`config.mk`:
```
export PLATFORM = sky130hd
export DESIGN_NAME = csu_top
export DESIGN_NICKNAME = d
export VERILOG_FILES = /design/src/logic/csu_serial.v /design/src/logic/csu_field_reg.v /design/src/logic/csu_top.v
export VERILOG_INCLUDE_DIRS = /design/src /design/src/logic
export SDC_FILE = /design/constraint.sdc
export NUM_CORES = 1
export LEC_CHECK = 0
export BUFFER_PORTS_ARGS = -buffer_cell sky130_fd_sc_hd__buf_2
export CAP_MARGIN = 20
export CORE_MARGIN = 2
export CORE_UTILIZATION = 58
export CTS_CLUSTER_SIZE = 8
export DETAILED_ROUTE_END_ITERATION = 8
export PLACE_DENSITY = 0.8
export SLEW_MARGIN = 5
export SYNTH_ARGS = -nofsm -noshare
export SYNTH_HDL_FRONTEND = slang
export SYNTH_SLANG_ARGS = --single-unit
```
`constraint.sdc`:
```
create_clock -name clk -period 4.1 [get_ports clk]
set_input_delay 0.41 -clock clk [delete_from_list [all_inputs] [get_ports clk]]
set_output_delay 0.41 -clock clk [all_outputs]
set_load 0.05 [all_outputs]
```
`src/logic/csu_defines.vh`:
```
// Purpose: constants shared by the configuration shadow/update block
// Assumes: 7-bit register addresses, 16-bit register data
// Notes: per-register maps are packed 16 bits per register, index 0 in the low word
`ifndef CSU_DEFINES_VH
`define CSU_DEFINES_VH

// serial frame layout
`define CSU_FRAME_BITS 24
`define CSU_ADDR_BITS 7
`define CSU_DATA_BITS 16
`define CSU_CMD_WRITE 1'b1
`define CSU_CMD_READ 1'b0

// register addresses
`define CSU_ADDR_FUNC_ST 7'h03
`define CSU_ADDR_CFG_FIRST 7'h11
`define CSU_ADDR_CFG_LAST 7'h1e
`define CSU_ADDR_NV_PROG 7'h1f
`define CSU_NREG 14

// field positions in the nv program register and functional status
`define CSU_NVP_CMD_BIT 0
`define CSU_NVP_UID_LSB 8
`define CSU_FST_STANDBY 0
`define CSU_FST_LOADED 1
`define CSU_FST_REFUSED 2
`define CSU_FST_NV_BUSY 3

// converter register bits
`define CSU_ADC_INDEX 1
`define CSU_ADC_REQ_BIT 0

// class maps, index 13 (leftmost) down to index 0
`define CSU_ALW_MAP {16'h70ff, 16'h01f7, 16'h0003, 16'hffff, 16'hffff, 16'hffff, \
  16'h01ff, 16'hffff, 16'h1f00, 16'h0000, 16'h00ff, 16'h0038, 16'h03ff, 16'h0030}
`define CSU_STB_MAP {16'h0f00, 16'h3e00, 16'h0004, 16'h0000, 16'h0000, 16'h0000, \
  16'h0000, 16'h0000, 16'h00ff, 16'hffff, 16'h0000, 16'h0047, 16'h0000, 16'h160f}
`define CSU_OTP_MAP {16'h0000, 16'h0000, 16'h0000, 16'h0000, 16'h0000, 16'h0000, \
  16'h0000, 16'h0000, 16'h2000, 16'h0000, 16'h0000, 16'h0000, 16'h0000, 16'h09c0}
`define CSU_GAIN_PATH_MAP {16'h0000, 16'h0008, 16'h0000, 16'h0000, 16'h0000, 16'h0000, \
  16'h0000, 16'h0000, 16'h0000, 16'h0000, 16'h0000, 16'h0000, 16'h0000, 16'h0000}
`define CSU_VOL_MAP {16'h0000, 16'h0000, 16'h0000, 16'h0000, 16'h0000, 16'h0000, \
  16'h0000, 16'h0000, 16'h0000, 16'h0000, 16'h0000, 16'h0000, 16'h000f, 16'h0000}
`define CSU_SELF_CLR_MAP {16'h0000, 16'h0000, 16'h0000, 16'h0000, 16'h0000, 16'h0000, \
  16'h0000, 16'h0000, 16'h0000, 16'h0000, 16'h0000, 16'h0000, 16'h0001, 16'h0000}
`define CSU_ALIGN_MAP 14'b00000000000100

// reset values
`define CSU_RST_REG 16'h0000

`endif

```
`src/logic/csu_serial.v`:
```
// Purpose: serial frame front end, turns 24-bit frames into register strobes
// Assumes: serial pins synchronous to clk, serial clock at most clk/4
// Notes: bits sampled on the falling serial clock edge, msb first
`timescale 1ns/1ps
`include "csu_defines.vh"

module csu_serial (
  // clock and reset
  input wire clk,
  input wire arst_n,
  // serial pins
  input wire scs_n,
  input wire sclk,
  input wire sdi,
  output wire sdo,
  output reg sdo_oe_n,
  // register strobes
  output reg [6:0] ser_addr,
  output reg [15:0] ser_wdata,
  output reg ser_wr,
  output reg ser_rd,
  input wire [15:0] rd_data
);

  reg sclk_q;
  reg [4:0] bit_cnt;
  reg [22:0] shreg;
  reg [15:0] out_sh;
  reg rd_wait;
  reg is_read;
  wire fall = sclk_q & ~sclk & ~scs_n;

  // frame shifter; a write frame with the select released early is dropped
  always @(posedge clk or negedge arst_n) begin
    if (!arst_n) begin
      sclk_q <= 1'b0;
      bit_cnt <= 5'h00;
      shreg <= 23'h000000;
      out_sh <= 16'h0000;
      rd_wait <= 1'b0;
      is_read <= 1'b0;
      ser_wr <= 1'b0;
      ser_rd <= 1'b0;
      ser_addr <= 7'h00;
      ser_wdata <= 16'h0000;
      sdo_oe_n <= 1'b1;
    end else begin
      sclk_q <= sclk;
      ser_wr <= 1'b0;
      ser_rd <= 1'b0;
      rd_wait <= ser_rd;
      if (rd_wait) begin
        out_sh <= rd_data; // read data loaded for the data phase
      end
      if (scs_n) begin
        bit_cnt <= 5'h00;
        is_read <= 1'b0;
        sdo_oe_n <= 1'b1;
      end else if (fall) begin
        shreg <= {shreg[21:0], sdi};
        bit_cnt <= bit_cnt + 5'h01;
        if (bit_cnt == 5'h07 && shreg[6] == `CSU_CMD_READ) begin
          ser_rd <= 1'b1;
          ser_addr <= {shreg[5:0], sdi};
          is_read <= 1'b1;
          sdo_oe_n <= 1'b0;
        end
        if (bit_cnt >= 5'h08 && is_read) begin
          out_sh <= {out_sh[14:0], 1'b0};
        end
        if (bit_cnt == 5'h17 && shreg[22] == `CSU_CMD_WRITE) begin
          ser_wr <= 1'b1;
          ser_addr <= shreg[21:15];
          ser_wdata <= {shreg[14:0], sdi};
        end
      end
    end
  end

  assign sdo = out_sh[15];

endmodule

```
`src/logic/csu_field_reg.v`:
```
// Purpose: one configuration register, visible copy plus effective copy
// Assumes: class masks of one register do not overlap
// Notes: load_en takes the nonvolatile image after power-up
`timescale 1ns/1ps
`include "csu_defines.vh"

module csu_field_reg #(
  parameter [15:0] ALW = 16'h0000,
  parameter [15:0] STB = 16'h0000,
  parameter [15:0] OTP = 16'h0000,
  parameter [15:0] GAIN_PATH = 16'h0000,
  parameter [15:0] VOL = 16'h0000,
  parameter [15:0] SELF_CLR = 16'h0000,
  parameter ALIGN = 0
) (
  // clock and reset
  input wire clk,
  input wire arst_n,
  // control
  input wire wr_en,
  input wire [15:0] wdata,
  input wire standby,
  input wire sync_ev,
  input wire load_en,
  input wire [15:0] load_data,
  // contents
  output reg [15:0] vis,
  output reg [15:0] eff
);

  reg pend;
  reg [15:0] next_eff;
  wire [15:0] new_vis = wr_en ? wdata : (vis & ~SELF_CLR);
  wire [15:0] image = load_data & ~VOL;

  // route the written value per class
  always @* begin
    next_eff = eff & ~SELF_CLR;
    if (ALIGN == 0) begin
      if (wr_en) begin
        next_eff = (next_eff & ~ALW) | (wdata & ALW);
      end
    end else if (sync_ev && (pend || wr_en)) begin
      next_eff = (next_eff & ~ALW) | (new_vis & ALW);
    end
    if (standby) begin
      next_eff = (next_eff & ~STB) | (new_vis & STB);
      next_eff = next_eff & ~(GAIN_PATH & ~new_vis);
    end
  end

  // otp bits of eff change only on load; vis takes writes
  always @(posedge clk or negedge arst_n) begin
    if (!arst_n) begin
      vis <= `CSU_RST_REG;
      eff <= `CSU_RST_REG;
      pend <= 1'b0;
    end else if (load_en) begin
      vis <= image;
      eff <= image;
      pend <= 1'b0;
    end else begin
      vis <= new_vis;
      eff <= next_eff;
      if (ALIGN != 0) begin
        pend <= (wr_en && !sync_ev) || (pend && !sync_ev);
      end
    end
  end

endmodule

```
`src/logic/csu_top.v`:
```
// Purpose: configuration shadow and update control of a gate driver
// Assumes: nonvolatile macro answers a read one cycle after its address
// Notes: standby follows the drive enable input; registers blocked until loaded
// How it works
// - writes to any configuration field are taken at any time once loading ends.
// - always-class bits outside the pwm configuration register reach the effective copy the cycle after the write.
// - the pwm configuration register applies its always bits on a pwm or brake event.
// - standby-class bits reach the effective copy only in standby, which follows drive enable low one cycle later.
// - reads return the last written value even while it is still pending, except the self-clearing converter request bit.
// - pending standby bits are copied on entry to standby and while in it.
// - otp-class bits of the effective copy change only from the nonvolatile image loaded at power-up.
// - the nonvolatile image is read after reset release, before any access.
// - the nv program command starts programming only in standby.
// - the gain path bit goes to digital in standby, to analog only from the image.
// - converter request, input select and filter enable are volatile only.
// - serial frames are 24 bits: command, 7-bit address, 16 data bits, msb first.
`timescale 1ns/1ps
`include "csu_defines.vh"

module csu_top #(
  parameter NREG = `CSU_NREG
) (
  // clock and reset
  input wire clk,
  input wire arst_n,
  // plain register port
  input wire [6:0] reg_addr,
  input wire [15:0] reg_wdata,
  input wire reg_wr,
  input wire reg_rd,
  output reg [15:0] reg_rdata,
  // serial pins
  input wire scs_n,
  input wire sclk,
  input wire sdi,
  output wire sdo,
  output wire sdo_oe_n,
  // device state and alignment events
  input wire drive_enable_input,
  input wire pwm_edge,
  input wire brake_event,
  // nonvolatile memory macro
  output reg [3:0] nv_addr,
  input wire [15:0] nv_rd_data,
  output reg nv_program_command,
  input wire nv_busy,
  // effective configuration and status
  output wire [16*NREG-1:0] cfg_eff,
  output wire conv_on_demand_request,
  output wire in_standby,
  output wire loaded
);

  localparam ST_STANDBY = 1'b0;
  localparam ST_ACTIVE = 1'b1;
  localparam [16*NREG-1:0] ALW_MAP = `CSU_ALW_MAP;
  localparam [16*NREG-1:0] STB_MAP = `CSU_STB_MAP;
  localparam [16*NREG-1:0] OTP_MAP = `CSU_OTP_MAP;
  localparam [16*NREG-1:0] GAIN_MAP = `CSU_GAIN_PATH_MAP;
  localparam [16*NREG-1:0] VOL_MAP = `CSU_VOL_MAP;
  localparam [16*NREG-1:0] SELF_MAP = `CSU_SELF_CLR_MAP;
  localparam [NREG-1:0] ALIGN_MAP = `CSU_ALIGN_MAP;

  reg state;
  reg next_state;
  reg [4:0] load_cnt;
  reg load_done;
  reg load_valid;
  reg [3:0] load_index;
  reg prog_refused;
  reg [7:0] user_id;
  wire [6:0] ser_addr;
  wire [15:0] ser_wdata;
  wire ser_wr;
  wire ser_rd;
  wire [16*NREG-1:0] vis_all;

  // true when an address falls in the configuration window
  function is_cfg;
    input [6:0] a;
    begin
      is_cfg = (a >= `CSU_ADDR_CFG_FIRST) && (a <= `CSU_ADDR_CFG_LAST);
    end
  endfunction

  // the plain port wins when both paths strobe in one cycle
  wire use_plain = reg_wr | reg_rd;
  wire [6:0] acc_addr = use_plain ? reg_addr : ser_addr;
  wire [15:0] acc_wdata = reg_wr ? reg_wdata : ser_wdata;
  wire acc_wr = (reg_wr | (ser_wr & ~reg_rd)) & load_done;
  wire acc_rd = (reg_rd | (ser_rd & ~reg_wr)) & load_done;
  wire [6:0] cfg_index = acc_addr - `CSU_ADDR_CFG_FIRST;
  wire sync_ev = pwm_edge | brake_event;

  assign in_standby = (state == ST_STANDBY);
  assign loaded = load_done;

  // device state follows the drive enable input
  always @* begin
    next_state = state;
    case (state)
      ST_STANDBY: begin
        if (drive_enable_input) begin
          next_state = ST_ACTIVE;
        end
      end
      ST_ACTIVE: begin
        if (!drive_enable_input) begin
          next_state = ST_STANDBY;
        end
      end
      default: begin
        next_state = ST_STANDBY;
      end
    endcase
  end

  always @(posedge clk or negedge arst_n) begin
    if (!arst_n) begin
      state <= ST_STANDBY;
    end else begin
      state <= next_state;
    end
  end

  // power-up loader walks the image one register per cycle
  always @(posedge clk or negedge arst_n) begin
    if (!arst_n) begin
      load_cnt <= 5'h00;
      load_done <= 1'b0;
      load_valid <= 1'b0;
      load_index <= 4'h0;
      nv_addr <= 4'h0;
    end else begin
      load_valid <= 1'b0;
      if (!load_done) begin
        if (load_cnt < NREG[4:0]) begin
          nv_addr <= load_cnt[3:0];
          load_index <= nv_addr;
          load_valid <= (load_cnt != 5'h00);
          load_cnt <= load_cnt + 5'h01;
        end else begin
          load_index <= nv_addr;
          load_valid <= 1'b1;
          load_done <= 1'b1;
        end
      end
    end
  end

  // one slice per register, class chosen from the constant maps
  genvar gi;
  generate
    for (gi = 0; gi < NREG; gi = gi + 1) begin : g_reg
      csu_field_reg #(
        .ALW(ALW_MAP[16*gi +: 16]),
        .STB(STB_MAP[16*gi +: 16]),
        .OTP(OTP_MAP[16*gi +: 16]),
        .GAIN_PATH(GAIN_MAP[16*gi +: 16]),
        .VOL(VOL_MAP[16*gi +: 16]),
        .SELF_CLR(SELF_MAP[16*gi +: 16]),
        .ALIGN(ALIGN_MAP[gi])
      ) u_reg (
        .clk(clk),
        .arst_n(arst_n),
        .wr_en(acc_wr && is_cfg(acc_addr) && (cfg_index == gi)),
        .wdata(acc_wdata),
        .standby(in_standby),
        .sync_ev(sync_ev),
        .load_en(load_valid && (load_index == gi)),
        .load_data(nv_rd_data),
        .vis(vis_all[16*gi +: 16]),
        .eff(cfg_eff[16*gi +: 16])
      );
    end
  endgenerate

  // converter request is a one-cycle pulse from its self-clearing bit
  assign conv_on_demand_request = cfg_eff[16*`CSU_ADC_INDEX + `CSU_ADC_REQ_BIT];

  // nv program command and user id; programming refused outside standby
  always @(posedge clk or negedge arst_n) begin
    if (!arst_n) begin
      nv_program_command <= 1'b0;
      prog_refused <= 1'b0;
      user_id <= 8'h00;
    end else begin
      nv_program_command <= 1'b0;
      if (acc_wr && acc_addr == `CSU_ADDR_NV_PROG) begin
        user_id <= acc_wdata[15:8];
        if (acc_wdata[`CSU_NVP_CMD_BIT]) begin
          if (in_standby && !nv_busy) begin
            nv_program_command <= 1'b1;
            prog_refused <= 1'b0;
          end else begin
            prog_refused <= 1'b1;
          end
        end
      end
    end
  end

  // read data stands one cycle after the strobe; unmapped reads return zero
  always @(posedge clk or negedge arst_n) begin
    if (!arst_n) begin
      reg_rdata <= 16'h0000;
    end else if (acc_rd) begin
      if (is_cfg(acc_addr)) begin
        reg_rdata <= vis_all[16*cfg_index[3:0] +: 16];
      end else if (acc_addr == `CSU_ADDR_NV_PROG) begin
        reg_rdata <= {user_id, 8'h00}; // command bit is write only
      end else if (acc_addr == `CSU_ADDR_FUNC_ST) begin
        reg_rdata <= {12'h000, nv_busy, prog_refused, load_done, in_standby};
      end else begin
        reg_rdata <= 16'h0000;
      end
    end else begin
      reg_rdata <= 16'h0000;
    end
  end

  // serial frame front end
  csu_serial u_serial (
    .clk(clk),
    .arst_n(arst_n),
    .scs_n(scs_n),
    .sclk(sclk),
    .sdi(sdi),
    .sdo(sdo),
    .sdo_oe_n(sdo_oe_n),
    .ser_addr(ser_addr),
    .ser_wdata(ser_wdata),
    .ser_wr(ser_wr),
    .ser_rd(ser_rd),
    .rd_data(reg_rdata)
  );

endmodule

```
# Word-level counts from Yosys, hierarchy flattened
# Index checks and enable logic that the tools add are counted.
# Widths: inputs -> output; s select.
# totals
reg_bits,500
input_bits,50
output_inout_bits,250
elab_cells,295
# op_classes
addsub,3
n_lt_le_gt_ge,4
eq_ne,37
shift,1
muxes,90
n_bitwise,35
n_reduce_logical,66
# op_table
cell,n
$mux 16,62
$shiftx 224x9->16,1
$eq 7x4->1 const B,6
$logic_and 1x1->1,38
$or 16x13->16,2
$or 16x6->16,2
$or 16x8->16,2
$or 16x9->16,2
$reduce_bool 2->1,15
$eq 7x3->1 const B,4
$eq 4x4->1 const B,6
$mux 1,22
$eq 7x2->1 const B,3
$mux 7,3
$ne 3x1->1 const B,6
$and 16x16->16,1
$eq 4x3->1 const B,4
$not 4->16,1
$or 16x10->16,1
$or 16x12->16,1
$or 16x14->16,1
$or 16x15->16,1
$or 16x2->16,1
$or 16x3->16,1
other kinds (27),50

# Logic depth before layout (Yosys ltp)
# Gate-level depths: netlist of the first run.
# depth
ltp_word,12
depth_mapped,15
mapped_depth_nobuf,9

# Cells and area by module
# From an unflattened synthesis of the first run, not the netlist that was laid out.
# unflattened
cells_unflattened,2056
hier_area_um2,22959.5
# modules_own_cells
mod,n_inst,cells_per_inst,area_each_um2,seq_area_each_um2
csu_top,1,454,4194.0,1051.0
csu_field_reg (g_reg[10].u_reg ...),4,85,864.6,400.4
csu_serial,1,209,3085.5,1828.0
csu_field_reg (g_reg[4].u_reg),1,106,1527.7,800.8
csu_field_reg (g_reg[2].u_reg),1,132,1463.9,825.8
csu_field_reg (g_reg[0].u_reg),1,110,1332.5,750.7
csu_field_reg (g_reg[5].u_reg),1,103,1271.2,675.6
csu_field_reg (g_reg[11].u_reg),1,116,1261.2,750.7
csu_field_reg (g_reg[12].u_reg),1,99,1174.9,600.6
csu_field_reg (g_reg[3].u_reg),1,102,1079.8,600.6
csu_field_reg (g_reg[7].u_reg),1,100,1056.0,575.6
csu_field_reg (g_reg[13].u_reg),1,93,1054.8,525.5
csu_field_reg (g_reg[1].u_reg),1,92,999.7,550.5

# Worst setup path before layout of the first run
# Ideal clock, no wire load.
# synth_timing
path_kind,input port to flip-flop
startpoint,input reg_wr
endpoint,register g_reg[6].u_reg.vis[10]
setup_ns,0.125
t_arrival_ns,3.886
required_ns,3.975
setup_slack_ns,0.089
path_stages,15
path_buffers,6
path_cell_list,or2_1 > buf_6 > mux2i_1 > buf_2 > buf_2 > buf_2 > ha_1 > clkbuf_1 > inv_1 > and3_1 > a31oi_4 > a21oi_1 > a21boi_2 > buf_4 > mux2_2
# synth_between
elab_chain_len,7
elab_cells_between_ends,15
cone_classes,add/sub: 1; order compare: 2; eq/ne: 1; mux: 4; bitwise: 3; reduce/logical: 4
# synth_lines
item,line_no,rtl
"start, declared",csu_top.v:29,"input wire reg_wr,"
"parallel branches: the longest is 7 deep, another holds $sub 7x5->7",--,
"end signal, assigned",csu_field_reg.v:55,vis <= `CSU_RST_REG;
"end signal, assigned",csu_field_reg.v:59,vis <= image;
"end signal, assigned",csu_field_reg.v:63,vis <= new_vis;
"end, declared",csu_field_reg.v:27,"output reg [15:0] vis,"
# Several ways; the timed one is not identified. The select of a mux whose other input is x is not followed.
# A chain may end at the register's enable or synchronous reset.

# Worst setup path after layout of the first run
# layout_timing
startpoint,register u_serial.ser_addr[1]
endpoint,register reg_rdata[11]
# layout_between
elab_chain_len,5
elab_cells_between_ends,10
cone_classes,add/sub: 1; order compare: 2; eq/ne: 1; shift: 1; mux: 4; reduce/logical: 1
# layout_lines
item,line_no,rtl
"start, declared",csu_serial.v:18,"output reg [6:0] ser_addr,"
"start signal, assigned",csu_serial.v:64,"ser_addr <= {shreg[5:0], sdi};"
"start signal, assigned",csu_serial.v:73,ser_addr <= shreg[21:15];
$mux 7 (*),csu_top.v:88,wire [6:0] acc_addr = use_plain ? reg_addr : ser_addr;
"$sub 7x5->7 (no line), or another cell as far along",--,
"$shiftx 224x9->16, or another cell as far along",csu_top.v:209,reg_rdata <= vis_all[16*cfg_index[3:0] +: 16];
$mux 16 (*),csu_top.v:208,if (is_cfg(acc_addr)) begin
$mux 16 (*),csu_top.v:207,end else if (acc_rd) begin
"end signal, assigned",csu_top.v:209,
"end signal, assigned",csu_top.v:211,"reg_rdata <= {user_id, 8'h00};"
"end signal, assigned",csu_top.v:213,"reg_rdata <= {12'h000, nv_busy, prog_refused, load_done, in_standby};"
"end, declared",csu_top.v:31,"output reg [15:0] reg_rdata,"
# Mark *: on every way between the ends. The rest lies on a longest branch, timed or not.

==> results of run 1 <==
synth_stat cells, types with 22 or more instances:
master	count	share of area, %
mux2_2	87	4.5
nand2_1	366	6.3
dfrtp_1	444	51
a22oi_1	37	1.3
buf_4	63	2.2
nor2_1	89	1.5
o21ai_0	233	5.3
mux4_2	48	4.9
nor3_1	56	1.3
clkbuf_1	113	1.9
o21ai_1	22	0.50
mux2i_1	210	9.6
a21oi_1	67	1.5
worst paths after layout:
kind	start	to	slack, ps	cells after the start
hold reg to reg	u_serial.ser_rd	u_serial.rd_wait	370	0
max in group asynchronous	arst_n	g_reg[11].u_reg.eff[11]	2600	3
setup reg to reg	u_serial.ser_addr[1]	reg_rdata[11]	750	8
min in group asynchronous	arst_n	u_serial.bit_cnt[0]	450	2
hold / removal	nv_busy	nv_program_command	20	2
setup / recovery	u_serial.ser_addr[1]	reg_rdata[11]	750	8
layout by cell type (no fill, tap or decap), types with 51 or more instances in the layout:
master | synthesis | layout
dfrtp_1 | 444 | 444
nand2_1 | 366 | 366
buf_2 | 15 | 300
o21ai_0 | 233 | 233
mux2i_1 | 210 | 209
mux2_2 | 87 | 87
nor2_1 | 89 | 84
a21oi_1 | 67 | 67
clkbuf_16 | 0 | 61
nor3_1 | 56 | 51
worst max-delay path: cells and delay by family (launching register included):
kind                   cells  cell delay (ps)
AND/OR/NAND/NOR            2              780
multiplexers               1              420
flip-flops                 1              450
AO/OA/AOI/OAI              3              700
XOR/XNOR                   1              450
buffers and inverters      1              400
power by group through the flow:
stage	Clock (W)	Sequential, W	Combinational [W]
after floorplan	0	0.00543	0.00109
after global placement	0	0.00509	0.00211
after detailed placement	0	0.00510	0.00214
after CTS	0.00452	0.00504	0.00216
after global routing	0.00469	0.00508	0.00228
final	0.00451	0.00506	0.00219
logic make-up (layout without fill, tap and decap cells):
kind of cell    count (synthesis)  count (layout)  share of synthesized area (%)
flops                         445             445                          50.89
buf+inv                       206             447                          4.836
xor+xnor                       11              11                         0.5260
fa+ha+maj                       5               5                         0.2858
mux                           350             350                          19.39
compound gates                435             435                          11.91
simple gates                  609             609                          12.16
area by class of cell:
| cell class | instances | area (sq um) | area share (%) |
|---|---|---|---|
| Timing Repair Buffer | 364 | 2092 | 8.280 |
| Inverter | 7 | 26.28 | 0.1040 |
| Multi-Input combinational cell | 1410 | 9762 | 38.64 |
| Clock buffer | 72 | 1568 | 6.205 |
| Clock inverter | 4 | 42.54 | 0.1684 |
| Tap cell | 511 | 639.4 | 2.530 |
| Sequential cell | 445 | 11140 | 44.08 |
sequential cells by signal, indices dropped and copies added (netlist names), 4 cells and up:
| signal | count |
|---|---|
| u_serial.shreg | 23 |
| load_index | 4 |
| u_serial.out_sh | 16 |
| reg_rdata | 16 |
| nv_addr | 4 |
| u_serial.ser_wdata | 16 |
| load_cnt | 5 |
| u_serial.ser_addr | 7 |
| u_serial.bit_cnt | 5 |
| user_id | 8 |
| g.u_reg.vis | 173 |
| g.u_reg.eff | 156 |
metrics by stage:
step                worst slack (ps)  instance area, sq um  hold slack, ps
CTS                            851.4                 25240           7.394
detailed placement             481.5                 23580           358.6
global route                   777.2                 25270           22.95
floorplan                      89.16                 21890           114.4
global placement               524.0                 23540           360.2
finish                         753.6                 25270           24.00
per-layer routing:
layer	track usage (%)	share of wire [%]
met5	0	0
met4	24.34	6.7
met3	10.30	13
met2	55.92	43
met1	53.69	38
what timing repair did:
item / 4_1_cts / 5_1_grt
hold endpoints to repair: 107 / 0
hold buffers: 5 / 0
setup buffers: 0 / 0
==> impl_metrics.toml, run 1 <==
[place]
dp_cells = 2728
place.gp.congestion = 0.9899
io_buffers = 299
dpl.hpwl_um = 53470

[power_and_ir_drop]
powerDensity_nw_per_um2 = 465.3
seqPwrFrac_pct = 43.0
switching_share_pct = 31.93
peakVddDrop_uv = 353.2
p_clk_share_pct = 38.4
power_frac_comb_pct = 18.6
p_leak_nw = 10.96
switchingPower_w = 0.003754
power_w = 0.01176
p_int_w = 0.008003

[detailed_routing]
ant_nets = 0
vias = 18480
drc = 0
drt_first_pass_iters = 6
wirelength_um = 76470
via_per_inst = 6.568
drtIter0Drc = 2265
routedWlPerCell_um = 27.18

[global_routing]
antenna_found_initial = 1
grt_pass1_vias = 17930
grtUsageTotal_pct = 39.20
grt_pass1_wl_um = 112500
grt_max_degree = 113
overflow = 0

[final_layout]
instances_no_fill = 2813
final_nets = 2344
n_antenna_cell = 0
drive_above_1_share_pct = 26.37
fin_util_pct = 67.56
fillerInstances = 2813
syn_to_final_growth_pct = 15.45

[clocking]
cts_max_level = 2
cts_resized = 0
path_clk_slew_ps = 50
ctsLongestPathBuffers = 3
cts_sinks = 445
numCtsBuffers = 61
cts_root_buffer = "clkbuf_16"
clk_latency_ps = 630
cts_tree = "yes"

[yosys]
synth_nets = 2116
synth_cell_types = 74
ys_warn_count = 0
seq_area_frac_synth_pct = 50.89
ys_seq_elements = 445
synth-main-ff-cell = "dfrtp_1"
avgSynthCellArea_sq_um = 10.62
synth_edf_count = 0
postSynth.asyncResetShare_pct = 100.0
syn_area_sq_um = 21890
netlist_instances = 2061

[sta]
tightestPinTransition_ps = 1143
fin_skew_ps = 26.71
max-slew-margin-rel_pct = 21.60
slew_violations = 0
timing.setup.tns_ps = 0
finalCritPeriodShare_pct = 81.62
rsz0062_at_grt = "no"
setup_viol_count_final = 0
period_needed_ps = 3346
final_hold_viol_count = 0
fmax_ghz = 0.2988

[die]
dieArea_sq_um = 39310
fp.dieW_um = 198.3
pin_count = 300
start_util_pct = 58.52
rows = 71
core_area_sq_um = 37400
dieHeight_um = 198.3

[setup_path]
critPathArrivalTime_ps = 3840
path_class = "reg2reg"
crit_chain = "or4_4 > o31a_2 > nor2_2 > xor2_2 > buf_4 > mux2i_1 > o221ai_1 > a22o_1"
slowest_delay_ps = 560
critPathLaunchType = "flop"
crit_slowest_cell = "or4_4"
cp_max_fo = 17
worst_setup_path_end_kind = "flop"
crit_required_ps = 4590

[worst_hold_path]
hp-class = "in2reg"

[flow_run]
drv_cap = 0

[status]
status = "complete, no violations"
Note: power is estimated with default switching activity, not from simulation.
==> run 2, diff against run 1 <==
--- a/config.mk
+++ b/config.mk
@@ -6,6 +6,7 @@
 export SDC_FILE = /design/constraint.sdc
 export NUM_CORES = 1
 export LEC_CHECK = 0
+export ABC_AREA = 1
 export BUFFER_PORTS_ARGS = -buffer_cell sky130_fd_sc_hd__buf_2
 export CAP_MARGIN = 20
 export CORE_MARGIN = 2
==> constraint.sdc (replaced) <==
create_clock -name clk -period 3.15 [get_ports clk]
set_input_delay 0.315 -clock clk [delete_from_list [all_inputs] [get_ports clk]]
set_output_delay 0.315 -clock clk [all_outputs]
set_load 0.05 [all_outputs]
==> impl_metrics.toml, run 2 <==
[yosys]
synth_commonest_cells = "988 x nand2_1, 444 x dfrtp_1, 366 x o21ai_0, 240 x inv_1, 137 x nor2_1"
synth-main-ff-cell = "dfrtp_1"
synth_cell_types = 46
netlist_instances = 2877
synth_nets = 2932
avgSynthCellArea_sq_um = 7.729
yosysMostFrequentCell = "nand2_1"
syn_area_sq_um = 22240
synth_edf_count = 0
ys_warn_count = 0
ys_seq_elements = 445
synth_top_area_share_pct = 49.97
synthTopCellsByArea = "dfrtp_1 50%, nand2_1 17%, o21ai_0 8.2%"
synth_top_area_cell = "dfrtp_1"
postSynth.asyncResetShare_pct = 100.0
seq_area_frac_synth_pct = 50.09

[place]
dpl.hpwl_um = 62520
place.gp.congestion = 1.036
io_buffers = 299
postPlaceCellArea_sq_um = 24250

[detailed_routing]
routedWlPerCell_um = 25.12
via_per_inst = 6.167
drtIter0Drc = 2863
drc = 0
ant_nets = 0
vias = 22580
drt_first_pass_iters = 7
wirelength_um = 91960

[final_layout]
fillerInstances = 3127
most-common-layout-cells = "987 x nand2_1, 444 x dfrtp_1, 362 x o21ai_0"
top_regs = "g.u_reg.vis (173), g.u_reg.eff (156), u_serial.shreg (23)"
top_register = "g.u_reg.vis"
post-route-cell-area_sq_um = 25950
layout_commonest_cell = "nand2_1"
drive_above_1_share_pct = 17.37
final_nets = 3189
largest_reg_flops = 173
syn_to_final_growth_pct = 16.70

[sta]
tightestPinTransition_ps = 1064
fin_skew_ps = 15.53
final_hold_viol_count = 0
period_needed_ps = 3096
setup_viol_count_final = 0
slew_violations = 0
max-slew-margin-rel_pct = 27.25
timing.setup.tns_ps = 0
rsz0062_at_grt = "no"
fmax_ghz = 0.3229
finalCritPeriodShare_pct = 98.30

[power_and_ir_drop]
peakVddDrop_uv = 516.9
switching_share_pct = 32.46
seqPwrFrac_pct = 42.0
p_leak_nw = 13.09
switchingPower_w = 0.004881
p_int_w = 0.01015
powerDensity_nw_per_um2 = 579.4
p_clk_share_pct = 39.5
power_frac_comb_pct = 18.6

[clocking]
numCtsBuffers = 61
cts_resized = 0
clk_latency_ps = 640
cts_tree = "yes"
ctsLongestPathBuffers = 3
path_clk_slew_ps = 60
cts_max_level = 2
cts_sinks = 445
cts_root_buffer = "clkbuf_16"

[setup_path]
critPathArrivalTime_ps = 3510
cp-startpoint = "u_serial.ser_addr[0]"
worst_setup_path_end_kind = "flop"
cp_common_cell = "buf_4"
rrSetupSlack_ps = 50
critPathLaunchType = "flop"
crit_slowest_cell = "a2111oi_0"
crit_chain = "inv_1 > nand2_1 > o21ai_4 > buf_4 > buf_4 > o21ai_0 > buf_4 > nand2_1 > o21ai_0 > a2111oi_0"
rr_worst_depth = 10
cp_max_fo = 33
endpoint = "reg_rdata[5]"
r2r_end = "reg_rdata[5]"
crit_required_ps = 3570
path_class = "reg2reg"
slowest_delay_ps = 950
rr_startpoint = "u_serial.ser_addr[0]"

[global_routing]
grtUsageTotal_pct = 46.27
grt_pass1_wl_um = 133300
grt_max_degree = 99
antenna_found_initial = 0
overflow = 0
grt_pass1_vias = 21240

[status]
status = "complete, no violations"

[die]
start_util_pct = 59.03
fp.dieW_um = 199.8
pin_count = 300
rows = 71
core_area_sq_um = 37670
dieArea_sq_um = 39920
dieHeight_um = 199.8

[flow_run]
drv_cap = 0

[worst_hold_path]
hp-class = "in2reg"
[run 2: cell types whose count changed after synthesis, moves of 51 or more]
cell | before | now
inv_1 | 7 | 240
mux2_2 | 87 | 0
mux2i_1 | 210 | 0
nand2_1 | 366 | 988
nand3_1 | 18 | 125
nor3_1 | 56 | 5
o211ai_1 | 7 | 98
o21ai_0 | 233 | 366
[run 2: timing repair]
action,CTS,global route
setup buffers,0,0
endpoints found under the hold margin,77,0
hold buffers,8,0
[run 2: final cells by class]
class | count | area (sq um) | share of cell area (%)
diodes | 1 | 2.502 | 0.009644
clock buffers | 75 | 1579 | 6.085
inverters | 252 | 945.9 | 3.645
repair buffers | 415 | 2560 | 9.866
clock inverters | 3 | 37.54 | 0.1447
multi-input cells | 1959 | 9047 | 34.87
flip-flops and latches | 445 | 11140 | 42.92
well taps | 511 | 639.4 | 2.464
[run 2: power by group through the flow]
| stage | clock network [W] | registers (W) | logic (W) |
|---|---|---|---|
| 6_report | 0.00593 | 0.00631 | 0.00279 |
| 2_1_floorplan | 0 | 0.00680 | 0.00112 |
| 3_3_place_gp | 0 | 0.00637 | 0.00266 |
| 3_5_place_dp | 0 | 0.00638 | 0.00268 |
| 5_1_grt | 0.00617 | 0.00633 | 0.00292 |
| 4_1_cts | 0.00591 | 0.00630 | 0.00271 |
[run 2: cell families after synthesis]
group	share of synthesized area (%)
buf+inv	9.302
flops	50.09
xor+xnor	0.07879
compound gates	15.39
simple gates	24.86
fa+ha+maj	0.2814
[run 2: layer usage]
metal	global-route usage, %	vias up	share of wire, %
li1	-	9773	-
met1	60.34	10730	36
met2	69.02	1685	43
met3	12.79	392	13
met4	28.40	2	7.2
met5	0	-	0.026
[run 2: worst min path at each step]
stage	start	endpoint	slack (ps)	cells after the start
after floorplan	arst_n	g_reg[0].u_reg.eff[0]	20	0
after global routing	nv_rd_data[6]	g_reg[5].u_reg.vis[6]	200	3
final	pwm_edge	g_reg[2].u_reg.eff[5]	170	7
after CTS	nv_rd_data[8]	g_reg[4].u_reg.vis[8]	170	3
after global placement	arst_n	u_serial.out_sh[12]	350	1
after detailed placement	arst_n	u_serial.out_sh[11]	360	1
[run 2: per-stage QoR]
step	hold WS, ps	instances	util (%)	power [W]	worst slack [ps]
2_1_floorplan	19.41	2877	-	0.007923	100.6
3_3_place_gp	352.3	3574	64.38	0.009033	-33.63
3_5_place_dp	364.0	3574	64.38	0.009068	-61.19
4_1_cts	167.2	3660	68.88	0.01491	199.0
5_1_grt	196.1	3660	68.88	0.01542	71.79
6_report	170.3	3661	68.89	0.01503	53.52
[run 2: worst max-delay path: cells and delay by family, from the launching register on]
family	cells	cell delay [ps]
flip-flops	1	370
AND/OR/NAND/NOR	2	150
buffers and inverters	4	1000
AO/OA/AOI/OAI	4	1330
